===== src/bcem_consts.svh =====
/*
 constants for the boot capture / event mux register bank: offsets, field positions, reset values.
 assumes inclusion by bare name from the package and the design module.
*/
`ifndef BCEM_CONSTS_SVH
`define BCEM_CONSTS_SVH
`define BCEM_OFF_BOOT       12'h000
`define BCEM_OFF_IRQ_SEL    12'h004
`define BCEM_OFF_DMA_SEL    12'h008
`define BCEM_BOOT_GPIO_BIT  8
`define BCEM_BOOT_SRC_HI    7
`define BCEM_BOOT_SRC_LO    6
`define BCEM_BOOT_MEM_HI    3
`define BCEM_BOOT_MEM_LO    0
`define BCEM_IRQ_SEL_W      8
`define BCEM_DMA_SEL_W      3
`define BCEM_IRQ_SEL_RST    8'h00
`define BCEM_DMA_SEL_RST    3'h0
`define BCEM_RESP_OKAY      2'h0
`define BCEM_RESP_SLVERR    2'h2
`endif


===== src/bcem_pkg.sv =====
/*
 types for the boot capture / event mux register bank.
 assumes bcem_consts.svh is on the include path.
*/
`include "bcem_consts.svh"
package bcem_pkg;
   // shared-input sources: [0] is the select-0 source, [1] the select-1 source
   typedef struct packed {
      logic [1:0] irq_in_25;
      logic [1:0] irq_in_24;
      logic [1:0] irq_in_19;
      logic [1:0] irq_in_18;
      logic [1:0] irq_in_17;
      logic [1:0] irq_in_14;
      logic [1:0] irq_in_13;
      logic       irq_in_20;
   } bcem_irq_src_t;
   typedef struct packed {
      logic [1:0] evt_9;
      logic [1:0] evt_8;
      logic       evt_26;
   } bcem_dma_src_t;
   typedef struct packed {
      logic in_25;
      logic in_24;
      logic in_20;
      logic in_19;
      logic in_18;
      logic in_17;
      logic in_14;
      logic in_13;
   } bcem_irq_out_t;
   typedef struct packed {
      logic evt_26;
      logic evt_9;
      logic evt_8;
   } bcem_dma_out_t;
   typedef struct packed {
      logic       gpio_pin_zero_at_reset;
      logic [1:0] boot_source_pins;
      logic [3:0] ext_mem_boot_straps;
   } bcem_straps_t;
   typedef enum logic [1:0] {
      BCEM_BOOT_NAND_SPI,
      BCEM_BOOT_ASYNC_MEM,
      BCEM_BOOT_SD,
      BCEM_BOOT_UART
   } bcem_boot_src_t;
endpackage


===== src/bcem_regs.sv =====
/*
 boot pin capture and interrupt / dma event source select register bank, AXI4-Lite slave.
 assumes strap pins arrive asynchronously and are stable around reset release; source lines are on clk.
*/
`timescale 1ns/10ps
`include "bcem_consts.svh"
module bcem_regs (
   input  wire logic                   clk,
   input  wire logic                   sys_rst,
   input  wire logic [11:0]            s_axi_awaddr,
   input  wire logic                   s_axi_awvalid,
   output logic                        s_axi_awready,
   input  wire logic [31:0]            s_axi_wdata,
   input  wire logic [3:0]             s_axi_wstrb,
   input  wire logic                   s_axi_wvalid,
   output logic                        s_axi_wready,
   output logic [1:0]                  s_axi_bresp,
   output logic                        s_axi_bvalid,
   input  wire logic                   s_axi_bready,
   input  wire logic [11:0]            s_axi_araddr,
   input  wire logic                   s_axi_arvalid,
   output logic                        s_axi_arready,
   output logic [31:0]                 s_axi_rdata,
   output logic [1:0]                  s_axi_rresp,
   output logic                        s_axi_rvalid,
   input  wire logic                   s_axi_rready,
   input  wire bcem_pkg::bcem_straps_t strap_pins,
   input  wire bcem_pkg::bcem_irq_src_t irq_src,
   input  wire bcem_pkg::bcem_dma_src_t dma_src,
   output bcem_pkg::bcem_irq_out_t     cpu_irq_controller_in,
   output bcem_pkg::bcem_dma_out_t     dma_controller_evt,
   output bcem_pkg::bcem_boot_src_t    boot_mode,
   output logic                        async_mem_bus_8bit,
   output logic [1:0]                  shared_addr_pin_func,
   output logic                        async_mem_addr_wide
);
   // strap synchroniser; first stage read only by the second
   bcem_pkg::bcem_straps_t strap_s1_reg, strap_s2_reg;
   bcem_pkg::bcem_straps_t cap_reg, cap_next;
   logic                   rst_d_reg;
   logic                   cap_pend_reg, cap_pend_next;

   always_ff @(posedge clk) begin
      strap_s1_reg <= strap_pins;
      strap_s2_reg <= strap_s1_reg;
      rst_d_reg    <= sys_rst;
   end

   // straps are latched two cycles after reset release so the synchroniser has
   // flushed; the gpio sample is taken raw, ahead of any debounce
   always_comb begin
      cap_pend_next = cap_pend_reg;
      cap_next      = cap_reg;
      if (sys_rst) begin
         cap_pend_next = 1'b1;
      end else if (cap_pend_reg && !rst_d_reg) begin
         cap_pend_next = 1'b0;
         cap_next      = strap_s2_reg;
      end
   end

   always_ff @(posedge clk) begin
      cap_pend_reg <= cap_pend_next;
      cap_reg      <= cap_next;
   end

   // registers
   logic [`BCEM_IRQ_SEL_W-1:0] irq_sel_reg, irq_sel_next;
   logic [`BCEM_DMA_SEL_W-1:0] dma_sel_reg, dma_sel_next;
   logic [11:0]                awaddr_reg, awaddr_next;
   logic                       aw_have_reg, aw_have_next;
   logic [31:0]                wdata_reg, wdata_next;
   logic                       wstrb0_reg, wstrb0_next;
   logic                       w_have_reg, w_have_next;
   logic                       bvalid_next;
   logic [1:0]                 bresp_next;
   logic                       rvalid_next;
   logic [31:0]                rdata_next;
   logic [1:0]                 rresp_next;
   logic [31:0]                boot_word;

   always_comb begin
      boot_word = 32'h0000_0000;
      boot_word[`BCEM_BOOT_GPIO_BIT] = cap_reg.gpio_pin_zero_at_reset;
      boot_word[`BCEM_BOOT_SRC_HI:`BCEM_BOOT_SRC_LO] = cap_reg.boot_source_pins;
      boot_word[`BCEM_BOOT_MEM_HI:`BCEM_BOOT_MEM_LO] = cap_reg.ext_mem_boot_straps;
   end

   // write path: address and data taken in either order, response after both
   always_comb begin
      awaddr_next  = awaddr_reg;
      aw_have_next = aw_have_reg;
      wdata_next   = wdata_reg;
      wstrb0_next  = wstrb0_reg;
      w_have_next  = w_have_reg;
      bvalid_next  = s_axi_bvalid;
      bresp_next   = s_axi_bresp;
      irq_sel_next = irq_sel_reg;
      dma_sel_next = dma_sel_reg;
      if (s_axi_awvalid && s_axi_awready) begin
         awaddr_next  = s_axi_awaddr;
         aw_have_next = 1'b1;
      end
      if (s_axi_wvalid && s_axi_wready) begin
         wdata_next  = s_axi_wdata;
         wstrb0_next = s_axi_wstrb[0];
         w_have_next = 1'b1;
      end
      if (s_axi_bvalid && s_axi_bready) begin
         bvalid_next = 1'b0;
      end
      if (aw_have_reg && w_have_reg && !s_axi_bvalid) begin
         aw_have_next = 1'b0;
         w_have_next  = 1'b0;
         bvalid_next  = 1'b1;
         bresp_next   = `BCEM_RESP_OKAY;
         // only byte lane 0 holds select bits; the capture register ignores writes
         unique case ({awaddr_reg[11:2], 2'b00})
            `BCEM_OFF_IRQ_SEL: begin
               if (wstrb0_reg) irq_sel_next = wdata_reg[`BCEM_IRQ_SEL_W-1:0];
            end
            `BCEM_OFF_DMA_SEL: begin
               if (wstrb0_reg) dma_sel_next = wdata_reg[`BCEM_DMA_SEL_W-1:0];
            end
            `BCEM_OFF_BOOT: begin
               bresp_next = `BCEM_RESP_OKAY;
            end
            default: begin
               bresp_next = `BCEM_RESP_SLVERR;
            end
         endcase
      end
   end

   // read path
   always_comb begin
      rvalid_next = s_axi_rvalid;
      rdata_next  = s_axi_rdata;
      rresp_next  = s_axi_rresp;
      if (s_axi_rvalid && s_axi_rready) begin
         rvalid_next = 1'b0;
      end
      if (s_axi_arvalid && s_axi_arready) begin
         rvalid_next = 1'b1;
         rresp_next  = `BCEM_RESP_OKAY;
         unique case ({s_axi_araddr[11:2], 2'b00})
            `BCEM_OFF_BOOT:    rdata_next = boot_word;
            `BCEM_OFF_IRQ_SEL: rdata_next = {24'h00_0000, irq_sel_reg};
            `BCEM_OFF_DMA_SEL: rdata_next = {29'h0000_0000, dma_sel_reg};
            default: begin
               rdata_next = 32'h0000_0000;
               rresp_next = `BCEM_RESP_SLVERR;
            end
         endcase
      end
   end

   always_ff @(posedge clk) begin
      if (sys_rst) begin
         irq_sel_reg   <= `BCEM_IRQ_SEL_RST;
         dma_sel_reg   <= `BCEM_DMA_SEL_RST;
         awaddr_reg    <= 12'h000;
         aw_have_reg   <= 1'b0;
         wdata_reg     <= 32'h0000_0000;
         wstrb0_reg    <= 1'b0;
         w_have_reg    <= 1'b0;
         s_axi_bvalid  <= 1'b0;
         s_axi_bresp   <= `BCEM_RESP_OKAY;
         s_axi_rvalid  <= 1'b0;
         s_axi_rdata   <= 32'h0000_0000;
         s_axi_rresp   <= `BCEM_RESP_OKAY;
         s_axi_awready <= 1'b0;
         s_axi_wready  <= 1'b0;
         s_axi_arready <= 1'b0;
      end else begin
         irq_sel_reg   <= irq_sel_next;
         dma_sel_reg   <= dma_sel_next;
         awaddr_reg    <= awaddr_next;
         aw_have_reg   <= aw_have_next;
         wdata_reg     <= wdata_next;
         wstrb0_reg    <= wstrb0_next;
         w_have_reg    <= w_have_next;
         s_axi_bvalid  <= bvalid_next;
         s_axi_bresp   <= bresp_next;
         s_axi_rvalid  <= rvalid_next;
         s_axi_rdata   <= rdata_next;
         s_axi_rresp   <= rresp_next;
         // ready is a registered one-cycle pulse, so each beat is taken once
         s_axi_awready <= !aw_have_next && s_axi_awvalid && !s_axi_awready;
         s_axi_wready  <= !w_have_next && s_axi_wvalid && !s_axi_wready;
         s_axi_arready <= !rvalid_next && s_axi_arvalid && !s_axi_arready;
      end
   end

   // source muxes: registered so outputs come from flip-flops; this adds one
   // cycle of latency to every routed interrupt and event
   bcem_pkg::bcem_irq_out_t irq_out_next;
   bcem_pkg::bcem_dma_out_t dma_out_next;

   always_comb begin
      irq_out_next.in_20 = irq_sel_reg[7] ? 1'b0 : irq_src.irq_in_20;
      irq_out_next.in_25 = irq_src.irq_in_25[irq_sel_reg[6]];
      irq_out_next.in_24 = irq_src.irq_in_24[irq_sel_reg[5]];
      irq_out_next.in_19 = irq_src.irq_in_19[irq_sel_reg[4]];
      irq_out_next.in_18 = irq_src.irq_in_18[irq_sel_reg[3]];
      irq_out_next.in_17 = irq_src.irq_in_17[irq_sel_reg[2]];
      irq_out_next.in_14 = irq_src.irq_in_14[irq_sel_reg[1]];
      irq_out_next.in_13 = irq_src.irq_in_13[irq_sel_reg[0]];
      dma_out_next.evt_26 = dma_sel_reg[2] ? 1'b0 : dma_src.evt_26;
      dma_out_next.evt_9  = dma_src.evt_9[dma_sel_reg[1]];
      dma_out_next.evt_8  = dma_src.evt_8[dma_sel_reg[0]];
   end

   always_ff @(posedge clk) begin
      if (sys_rst) begin
         cpu_irq_controller_in <= '0;
         dma_controller_evt    <= '0;
         boot_mode             <= bcem_pkg::BCEM_BOOT_NAND_SPI;
         async_mem_bus_8bit    <= 1'b0;
         shared_addr_pin_func  <= 2'h0;
         async_mem_addr_wide   <= 1'b0;
      end else begin
         cpu_irq_controller_in <= irq_out_next;
         dma_controller_evt    <= dma_out_next;
         boot_mode             <= bcem_pkg::bcem_boot_src_t'(cap_reg.boot_source_pins);
         async_mem_bus_8bit    <= cap_reg.ext_mem_boot_straps[3];
         shared_addr_pin_func  <= cap_reg.ext_mem_boot_straps[2:1];
         async_mem_addr_wide   <= cap_reg.ext_mem_boot_straps[0];
      end
   end

   // assertions
   chk_irq25_mux: assert property (@(posedge clk) disable iff (sys_rst)
      !$past(sys_rst) |-> cpu_irq_controller_in.in_25 == $past(irq_src.irq_in_25[irq_sel_reg[6]]))
      else $error("irq input 25 mux wrong");
   chk_irq13_mux: assert property (@(posedge clk) disable iff (sys_rst)
      !$past(sys_rst) |-> cpu_irq_controller_in.in_13 == $past(irq_src.irq_in_13[irq_sel_reg[0]]))
      else $error("irq input 13 mux wrong");
   chk_irq20_route: assert property (@(posedge clk) disable iff (sys_rst)
      (!irq_sel_reg[7] && irq_src.irq_in_20) |=> cpu_irq_controller_in.in_20)
      else $error("sleep controller irq not routed");
   chk_dma_event_9_sel_mux: assert property (@(posedge clk) disable iff (sys_rst)
      ##1 dma_controller_evt.evt_9 == $past(dma_src.evt_9[dma_sel_reg[1]]))
      else $error("dma event 9 mux wrong");
   chk_dma_event_26_sel_route: assert property (@(posedge clk) disable iff (sys_rst)
      (!dma_sel_reg[2] && dma_src.evt_26) |=> dma_controller_evt.evt_26)
      else $error("sd receive event not routed");
   chk_sel_write: assert property (@(posedge clk) disable iff (sys_rst)
      (aw_have_reg && w_have_reg && !s_axi_bvalid && wstrb0_reg && awaddr_reg[11:2] == 10'h001)
      |=> irq_sel_reg == $past(wdata_reg[7:0]) && s_axi_bvalid)
      else $error("irq select write not applied");
   chk_sel_reset: assert property (@(posedge clk)
      sys_rst |=> irq_sel_reg == 8'h00 && dma_sel_reg == 3'h0)
      else $error("select bits not reset to zero");
   chk_boot_read: assert property (@(posedge clk) disable iff (sys_rst)
      (s_axi_arvalid && s_axi_arready && s_axi_araddr[11:2] == 10'h000)
      |=> s_axi_rvalid && s_axi_rdata[31:9] == 23'h00_0000 && s_axi_rdata[5:4] == 2'h0
          && s_axi_rdata[3:0] == cap_reg.ext_mem_boot_straps)
      else $error("boot capture read wrong");
   chk_gpio_bit: assert property (@(posedge clk) disable iff (sys_rst)
      (s_axi_arvalid && s_axi_arready && s_axi_araddr[11:2] == 10'h000)
      |=> s_axi_rdata[8] == cap_reg.gpio_pin_zero_at_reset)
      else $error("gpio sample bit wrong");
   chk_read_bound: assert property (@(posedge clk) disable iff (sys_rst)
      (s_axi_arvalid && !s_axi_rvalid) |-> ##[1:3] s_axi_rvalid)
      else $error("read answer late");
   chk_irq24_mux: assert property (@(posedge clk) disable iff (sys_rst)
      !$past(sys_rst) |-> cpu_irq_controller_in.in_24 == $past(irq_src.irq_in_24[irq_sel_reg[5]]))
      else $error("irq input 24 mux wrong");
   chk_irq19_mux: assert property (@(posedge clk) disable iff (sys_rst)
      !$past(sys_rst) |-> cpu_irq_controller_in.in_19 == $past(irq_src.irq_in_19[irq_sel_reg[4]]))
      else $error("irq input 19 mux wrong");
   chk_irq18_mux: assert property (@(posedge clk) disable iff (sys_rst)
      !$past(sys_rst) |-> cpu_irq_controller_in.in_18 == $past(irq_src.irq_in_18[irq_sel_reg[3]]))
      else $error("irq input 18 mux wrong");
   chk_irq17_mux: assert property (@(posedge clk) disable iff (sys_rst)
      !$past(sys_rst) |-> cpu_irq_controller_in.in_17 == $past(irq_src.irq_in_17[irq_sel_reg[2]]))
      else $error("irq input 17 mux wrong");
   chk_irq14_mux: assert property (@(posedge clk) disable iff (sys_rst)
      !$past(sys_rst) |-> cpu_irq_controller_in.in_14 == $past(irq_src.irq_in_14[irq_sel_reg[1]]))
      else $error("irq input 14 mux wrong");
   chk_dma_event_8_sel_mux: assert property (@(posedge clk) disable iff (sys_rst)
      !$past(sys_rst) |-> dma_controller_evt.evt_8 == $past(dma_src.evt_8[dma_sel_reg[0]]))
      else $error("dma event 8 mux wrong");
   chk_irq20_rsvd: assert property (@(posedge clk) disable iff (sys_rst)
      irq_sel_reg[7] |=> !cpu_irq_controller_in.in_20)
      else $error("reserved irq 20 select not low");
   chk_irq20_idle: assert property (@(posedge clk) disable iff (sys_rst)
      (!irq_sel_reg[7] && !irq_src.irq_in_20) |=> !cpu_irq_controller_in.in_20)
      else $error("irq input 20 high without source");
   chk_dma_event_26_sel_rsvd: assert property (@(posedge clk) disable iff (sys_rst)
      dma_sel_reg[2] |=> !dma_controller_evt.evt_26)
      else $error("reserved event 26 select not low");
   chk_dma_event_26_sel_idle: assert property (@(posedge clk) disable iff (sys_rst)
      (!dma_sel_reg[2] && !dma_src.evt_26) |=> !dma_controller_evt.evt_26)
      else $error("event 26 high without source");
   chk_boot_nand: assert property (@(posedge clk) disable iff (sys_rst)
      (cap_reg.boot_source_pins == 2'h0) |=> boot_mode == bcem_pkg::BCEM_BOOT_NAND_SPI)
      else $error("boot mode 0 decode wrong");
   chk_boot_async: assert property (@(posedge clk) disable iff (sys_rst)
      (cap_reg.boot_source_pins == 2'h1) |=> boot_mode == bcem_pkg::BCEM_BOOT_ASYNC_MEM)
      else $error("boot mode 1 decode wrong");
   chk_bus_8bit: assert property (@(posedge clk) disable iff (sys_rst)
      cap_reg.ext_mem_boot_straps[3] |=> async_mem_bus_8bit)
      else $error("8-bit bus not selected");
   chk_bus_16bit: assert property (@(posedge clk) disable iff (sys_rst)
      !cap_reg.ext_mem_boot_straps[3] |=> !async_mem_bus_8bit)
      else $error("16-bit bus not selected");
   chk_addr_pin_gpio: assert property (@(posedge clk) disable iff (sys_rst)
      (cap_reg.ext_mem_boot_straps[2:1] == 2'h2) |=> shared_addr_pin_func == 2'h2)
      else $error("shared pin gpio mode wrong");
   chk_addr_pin_a14: assert property (@(posedge clk) disable iff (sys_rst)
      (cap_reg.ext_mem_boot_straps[2:1] == 2'h1) |=> shared_addr_pin_func == 2'h1)
      else $error("shared pin address mode wrong");
   chk_addr_wide: assert property (@(posedge clk) disable iff (sys_rst)
      cap_reg.ext_mem_boot_straps[0] |=> async_mem_addr_wide)
      else $error("address width not wide");
   chk_addr_narrow: assert property (@(posedge clk) disable iff (sys_rst)
      !cap_reg.ext_mem_boot_straps[0] |=> !async_mem_addr_wide)
      else $error("address width not narrow");
   chk_dma_write: assert property (@(posedge clk) disable iff (sys_rst)
      (aw_have_reg && w_have_reg && !s_axi_bvalid && wstrb0_reg && awaddr_reg[11:2] == 10'h002)
      |=> dma_sel_reg == $past(wdata_reg[2:0]))
      else $error("dma select write not applied");
   chk_boot_ro: assert property (@(posedge clk) disable iff (sys_rst)
      (aw_have_reg && w_have_reg && !s_axi_bvalid && awaddr_reg[11:2] == 10'h000)
      |=> $stable(irq_sel_reg) && $stable(dma_sel_reg))
      else $error("capture write moved a select");
   chk_strb_ignore: assert property (@(posedge clk) disable iff (sys_rst)
      (aw_have_reg && w_have_reg && !s_axi_bvalid && !wstrb0_reg)
      |=> $stable(irq_sel_reg) && $stable(dma_sel_reg))
      else $error("lane 0 off but select moved");
   chk_irq_readback: assert property (@(posedge clk) disable iff (sys_rst)
      (s_axi_arvalid && s_axi_arready && s_axi_araddr[11:2] == 10'h001)
      |=> s_axi_rdata[31:8] == 24'h00_0000 && s_axi_rdata[7:0] == $past(irq_sel_reg))
      else $error("irq select read wrong");
   chk_dma_readback: assert property (@(posedge clk) disable iff (sys_rst)
      (s_axi_arvalid && s_axi_arready && s_axi_araddr[11:2] == 10'h002)
      |=> s_axi_rdata[31:3] == 29'h0000_0000 && s_axi_rdata[2:0] == $past(dma_sel_reg))
      else $error("dma select read wrong");
   chk_src_field: assert property (@(posedge clk) disable iff (sys_rst)
      (s_axi_arvalid && s_axi_arready && s_axi_araddr[11:2] == 10'h000)
      |=> s_axi_rdata[7:6] == cap_reg.boot_source_pins)
      else $error("boot source field read wrong");
   chk_write_bound: assert property (@(posedge clk) disable iff (sys_rst)
      (aw_have_reg && w_have_reg && !s_axi_bvalid) |=> s_axi_bvalid)
      else $error("write answer late");
   chk_bvalid_drop: assert property (@(posedge clk) disable iff (sys_rst)
      (s_axi_bvalid && s_axi_bready) |=> !s_axi_bvalid)
      else $error("write answer repeated");
   chk_rvalid_drop: assert property (@(posedge clk) disable iff (sys_rst)
      (s_axi_rvalid && s_axi_rready) |=> !s_axi_rvalid)
      else $error("read answer repeated");
   chk_ready_pulse: assert property (@(posedge clk) disable iff (sys_rst)
      s_axi_awready |=> !s_axi_awready)
      else $error("address ready held");

   cov_sel_flip: cover property (@(posedge clk) disable iff (sys_rst) $rose(irq_sel_reg[6]));
   cov_dma_sel: cover property (@(posedge clk) disable iff (sys_rst) $rose(dma_sel_reg[0]));
   cov_bad_addr: cover property (@(posedge clk) disable iff (sys_rst)
      s_axi_rvalid && s_axi_rresp == 2'h2);
   cov_irq20_rsvd: cover property (@(posedge clk) disable iff (sys_rst) irq_sel_reg[7] && irq_src.irq_in_20);
   cov_boot_write: cover property (@(posedge clk) disable iff (sys_rst)
      aw_have_reg && w_have_reg && !s_axi_bvalid && awaddr_reg[11:2] == 10'h000);
endmodule


===== config.mk =====
export PLATFORM = sky130hd
export DESIGN_NAME = bcem_regs
export DESIGN_NICKNAME = d
export VERILOG_FILES = /design/src/bcem_pkg.sv /design/src/bcem_regs.sv
export VERILOG_INCLUDE_DIRS = /design/src /design/src/src
export SDC_FILE = /design/constraint.sdc
export NUM_CORES = 1
export LEC_CHECK = 0
export BUFFER_PORTS_ARGS = -buffer_cell sky130_fd_sc_hd__buf_2
export CAP_MARGIN = 5
export CORE_ASPECT_RATIO = 1.5
export CORE_MARGIN = 5
export CORE_UTILIZATION = 46
export CTS_BUF_LIST = sky130_fd_sc_hd__clkbuf_16
export DETAILED_ROUTE_END_ITERATION = 10
export PLACE_DENSITY = 0.78
export SYNTH_ARGS = -nofsm -noshare
export SYNTH_HDL_FRONTEND = slang
export SYNTH_SLANG_ARGS = --single-unit
export TNS_END_PERCENT = 10

===== constraint.sdc =====
create_clock -name clk -period 2.3 [get_ports clk]
set_input_delay 0.115 -clock clk [delete_from_list [all_inputs] [get_ports clk]]
set_output_delay 0.115 -clock clk [all_outputs]
set_load 0.1 [all_outputs]

-- Word level (Yosys, flattened, before mapping)
Cells that the tools add are included.
- register bits after elaboration: 115
- input port bits: 94
- output and inout bits: 58
- logic and storage cells: 116
- magnitude comparators: 9
- equality and inequality tests: 4
- mux-type cells: 29
- bitwise gates (word level): 1
- reductions and logical operators: 32
- operator list (cell ; count):
    $pmux W9 S3 ; 1
    $mux W1 ; 26
    $eq A10 B1 Y1 const B ; 2
    $eq A10 B2 Y1 const B ; 2
    $logic_not A10 Y1 ; 2
    $lt A1 B2 Y1 const B ; 9
    $logic_and A1 B1 Y1 ; 14
    $logic_not A1 Y1 ; 8
    $reduce_and A3 Y1 ; 2
    $reduce_or A3 Y1 ; 2
    $mux W2 ; 2
    $reduce_or A2 Y1 ; 2
    $reduce_and A2 Y1 ; 1
    $reduce_bool A2 Y1 ; 1
    $not A1 Y1 ; 1

-- Longest topological paths before layout
- depth after elaboration: 6
- mapped depth: 5
- mapped depth without buffers: 3

-- Worst setup path after synthesis
OpenSTA, ideal clock, no wires.
- path type: reg2reg
- from: register s_axi_bvalid
- to: register dma_sel_reg[0]
- data arrival time: 1804 ps
- required time: 2182 ps
- slack: 378 ps
- stages on the path, launching flop included: 5
- cell sequence: dfxtp_1 nand3b_1 or4_4 buf_6 mux2i_1
- cells in the longest elaborated chain, start to end: 3
- RTL lines (item ; RTL line ; text):
    start: declaration ; bcem_regs.sv:18 ; output logic s_axi_bvalid,
    start signal: assignment ; bcem_regs.sv:183 ; s_axi_bvalid <= bvalid_next;
    $logic_not A1 Y1 ; bcem_regs.sv:112 ; if (aw_have_reg && w_have_reg && !s_axi_bvalid) begin
    $logic_and A1 B1 Y1 ; bcem_regs.sv:112 ;
    $reduce_and A3 Y1 (no source line) ; - ;
    end signal: assignment ; bcem_regs.sv:161 ; dma_sel_reg <= `BCEM_DMA_SEL_RST;
    end signal: assignment ; bcem_regs.sv:177 ; dma_sel_reg <= dma_sel_next;
    end: declaration ; bcem_regs.sv:69 ; logic [`BCEM_DMA_SEL_W-1:0] dma_sel_reg, dma_sel_next;
No other way between the ends.
A chain may end at the register's enable or synchronous reset.

-- Final worst setup path
- from: register awaddr_reg[11]
- to: register dma_sel_reg[1]
- cells in the longest elaborated chain, start to end: 2
- RTL lines (item ; RTL line ; text):
    start: declaration ; bcem_regs.sv:70 ; logic [11:0] awaddr_reg, awaddr_next;
    start signal: assignment ; bcem_regs.sv:178 ; awaddr_reg <= awaddr_next;
    $eq A10 B2 Y1 ; bcem_regs.sv:118 ; unique case ({awaddr_reg[11:2], 2'b00})
    $reduce_and A3 Y1 (no source line) ; - ;
No other way between the ends.

==> summary.txt <==
status -> completed
VDD IR max -> 586 µV
worst-path cell chain -> or4_4, or4_4, mux2i_1
synthesized area -> 3220 µm²
crit path DAT -> 1950 ps
Final Util -> 58.5%
CP max-delay cell -> or4_4
critical path's largest stage delay -> 600 ps
sequential area share after synthesis -> 56.8%
total track usage -> 15.3%
Sw Ratio -> 29.2%
RSZ-0062 raised after global routing -> no
# DRC -> 0
endpoints failing setup -> 0
max-cap violation count -> 0
gpl congestion -> 0.772
CTS sink cnt -> 88
cell total after placement -> 475
largest net degree at the start of global routing -> 56
Data required, critical path -> 2510 ps
total length of routed wires -> 6.56 mm
total gr overflow -> 0
post-route cell area -> 4010 µm²
core area -> 6850 µm²
top cell type's share of synthesized area -> 50.3%
via count -> 2442
crit path time final -> 1730 ps
CTS Buf Count -> 9
Distinct cells, synth -> 34
most used cell along the critical path -> or4_4
Buffers on Ports -> 95
Root Buffer -> clkbuf_16
Die Y -> 113 µm
period utilisation layout -> 75.3%
Initial Util -> 47.0%
post-synthesis instance total -> 313
Internal -> 2.43 mW
fraction of layout cells with a size suffix above 1 -> 28.3%
CTS clk-pin slew, worst paths -> 70 ps
first-pass GRT wire length -> 10.7 mm
Hold Crit Class -> in -> reg
Avg Cell Area, Syn -> 10.3 µm²
DP Area -> 3660 µm²
initial antenna violation count -> 0
Antenna diodes -> 0
Layout Nets -> 509
sequential share of power -> 47.1%
async set-or-reset flop fraction in the synthesized netlist -> 0%
Hold Path Origin -> irq_src[1]
die area -> 8820 µm²
Yosys top cell by area -> dfxtp_1
CP endpoint kind -> flip-flop
Clk pwr share -> 38.0%
worst-skew pair later-pin latency -> 330 ps
Clock Tree Buf Depth -> 2
Final Hold Viols -> 0
Syn. warnings -> 0
H-tree depth -> 3
number of placement rows -> 37
main area contributors after synthesis -> dfxtp_1, mux2i_1, edfxtp_1
Max FO, Critical Path -> 3
vias per std cell -> 4.90
Setup crit start -> awaddr_reg[11]$_SDFFE_PP0P_
Worst Skew -> 11.1 ps
wire length per cell -> 13.2 µm
logic gate share of total power -> 14.8%
Final Max Slew Viols -> 0
CTS tree -> yes
number of global-route vias before repair -> 2424
pwr dens -> 856 nW/µm²
max reg flops -> 10
fin cells -> 498
Main synth FF type -> dfxtp_1
top post-synthesis cells by count -> dfxtp_1, nand2_1, buf_4, mux2i_1
worst slew pin tran -> 829 ps
Routed Antenna Nets -> 0
synth-to-layout area growth -> 24.3%
final setup TNS -> 0 ps
f_max -> 0.577 GHz
DR iter-0 viols -> 157
count leader, synth -> dfxtp_1
worst reg2reg path startpoint -> awaddr_reg[11]$_SDFFE_PP0P_
leak pwr -> 1.71 nW
Post-CTS Setup Bufs -> 0
Max-slew headroom -> 44.7%
#FFs+latches synth -> 88
startpoint types -> flip-flop
Setup CP Type -> reg -> reg
drt first pass iters -> 4
hpwl dp -> 4.95 mm
io pins -> 152
die width -> 78.3 µm
Net Sw Power -> 1.00 mW
Post-synth EDFFs -> 7
==> power groups by stage <==
stage               Combinational, mW  Sequential [mW]  Clock [mW]
floorplan                       0.299             1.79           0
global placement                0.496             1.65           0
detailed placement              0.501             1.65           0
CTS                             0.511             1.62        1.34
global route                    0.533             1.62        1.40
finish                          0.509             1.62        1.30
==> cells by family (layout without fill, tap and decap cells) <==
logic type,after synthesis,count (layout),synth area share (%)
other cells,1,25,0.116
compound gates,39,39,7.53
flops,88,88,56.8
mux,26,26,8.19
buf+inv,41,124,7.92
simple gates,118,118,19.4
==> through the flow <==
stage          total power [mW]  hold WS (ps)  setup slack [ps]
2_1_floorplan              2.09           143               378
3_3_place_gp               2.14           220               603
3_5_place_dp               2.15           219               578
4_1_cts                    3.46          5.90               562
5_1_grt                    3.55          17.8               510
6_report                   3.43          11.2               567
==> critical path: cells and delay by family, from the launching register on <==
kind	cells	cell delay, ps
and+or+nand+nor	2	1160
muxes	1	150
DFF	1	310
==> area by class of cell <==
class | instances | area (µm²)
clock buffers | 9 | 225
fillers | 629 | 2850
inverters | 3 | 11.3
multi-input cells | 208 | 1230
well taps | 78 | 97.6
flip-flops and latches | 88 | 1830
clock inverters | 7 | 46.3
repair buffers | 105 | 568
==> what timing repair did <==
action | 4_1_cts | 5_1_grt
hold buffers | 7 | 0
gates resized for setup | 0 | 0
hold endpoints to repair | 7 | 0
==> final timing paths <==
check                           depth (start not counted)                             endpoint  slack [ps]
worst max-delay path                                    3          dma_sel_reg[1]$_SDFFE_PP0P_         570
worst min-delay path                                    3  cpu_irq_controller_in[0]$_SDFF_PP0_          10
worst max register to register                          3          dma_sel_reg[1]$_SDFFE_PP0P_         570
worst min register to register                          0              strap_s2_reg[4]$_DFF_P_         320
==> layer usage <==
metal	part of all wire (%)	global-route usage, %	up-vias
met2	52	28.2	88
met5	0	0	-
met4	1.6	6.30	0
met1	39	15.9	1123
met3	7.1	4.82	8
li1	-	-	1223
==> placed cells by master (no fill, tap or decap), drive strengths merged, types with 8 or more instances in the layout <==
master  instances
nor2           15
buf            98
a21oi          21
nor2b           8
nand2b         21
conb           25
mux2i          23
clkbuf          9
nand2          48
dfxtp          81
Note: power is estimated with default switching activity, not from simulation.
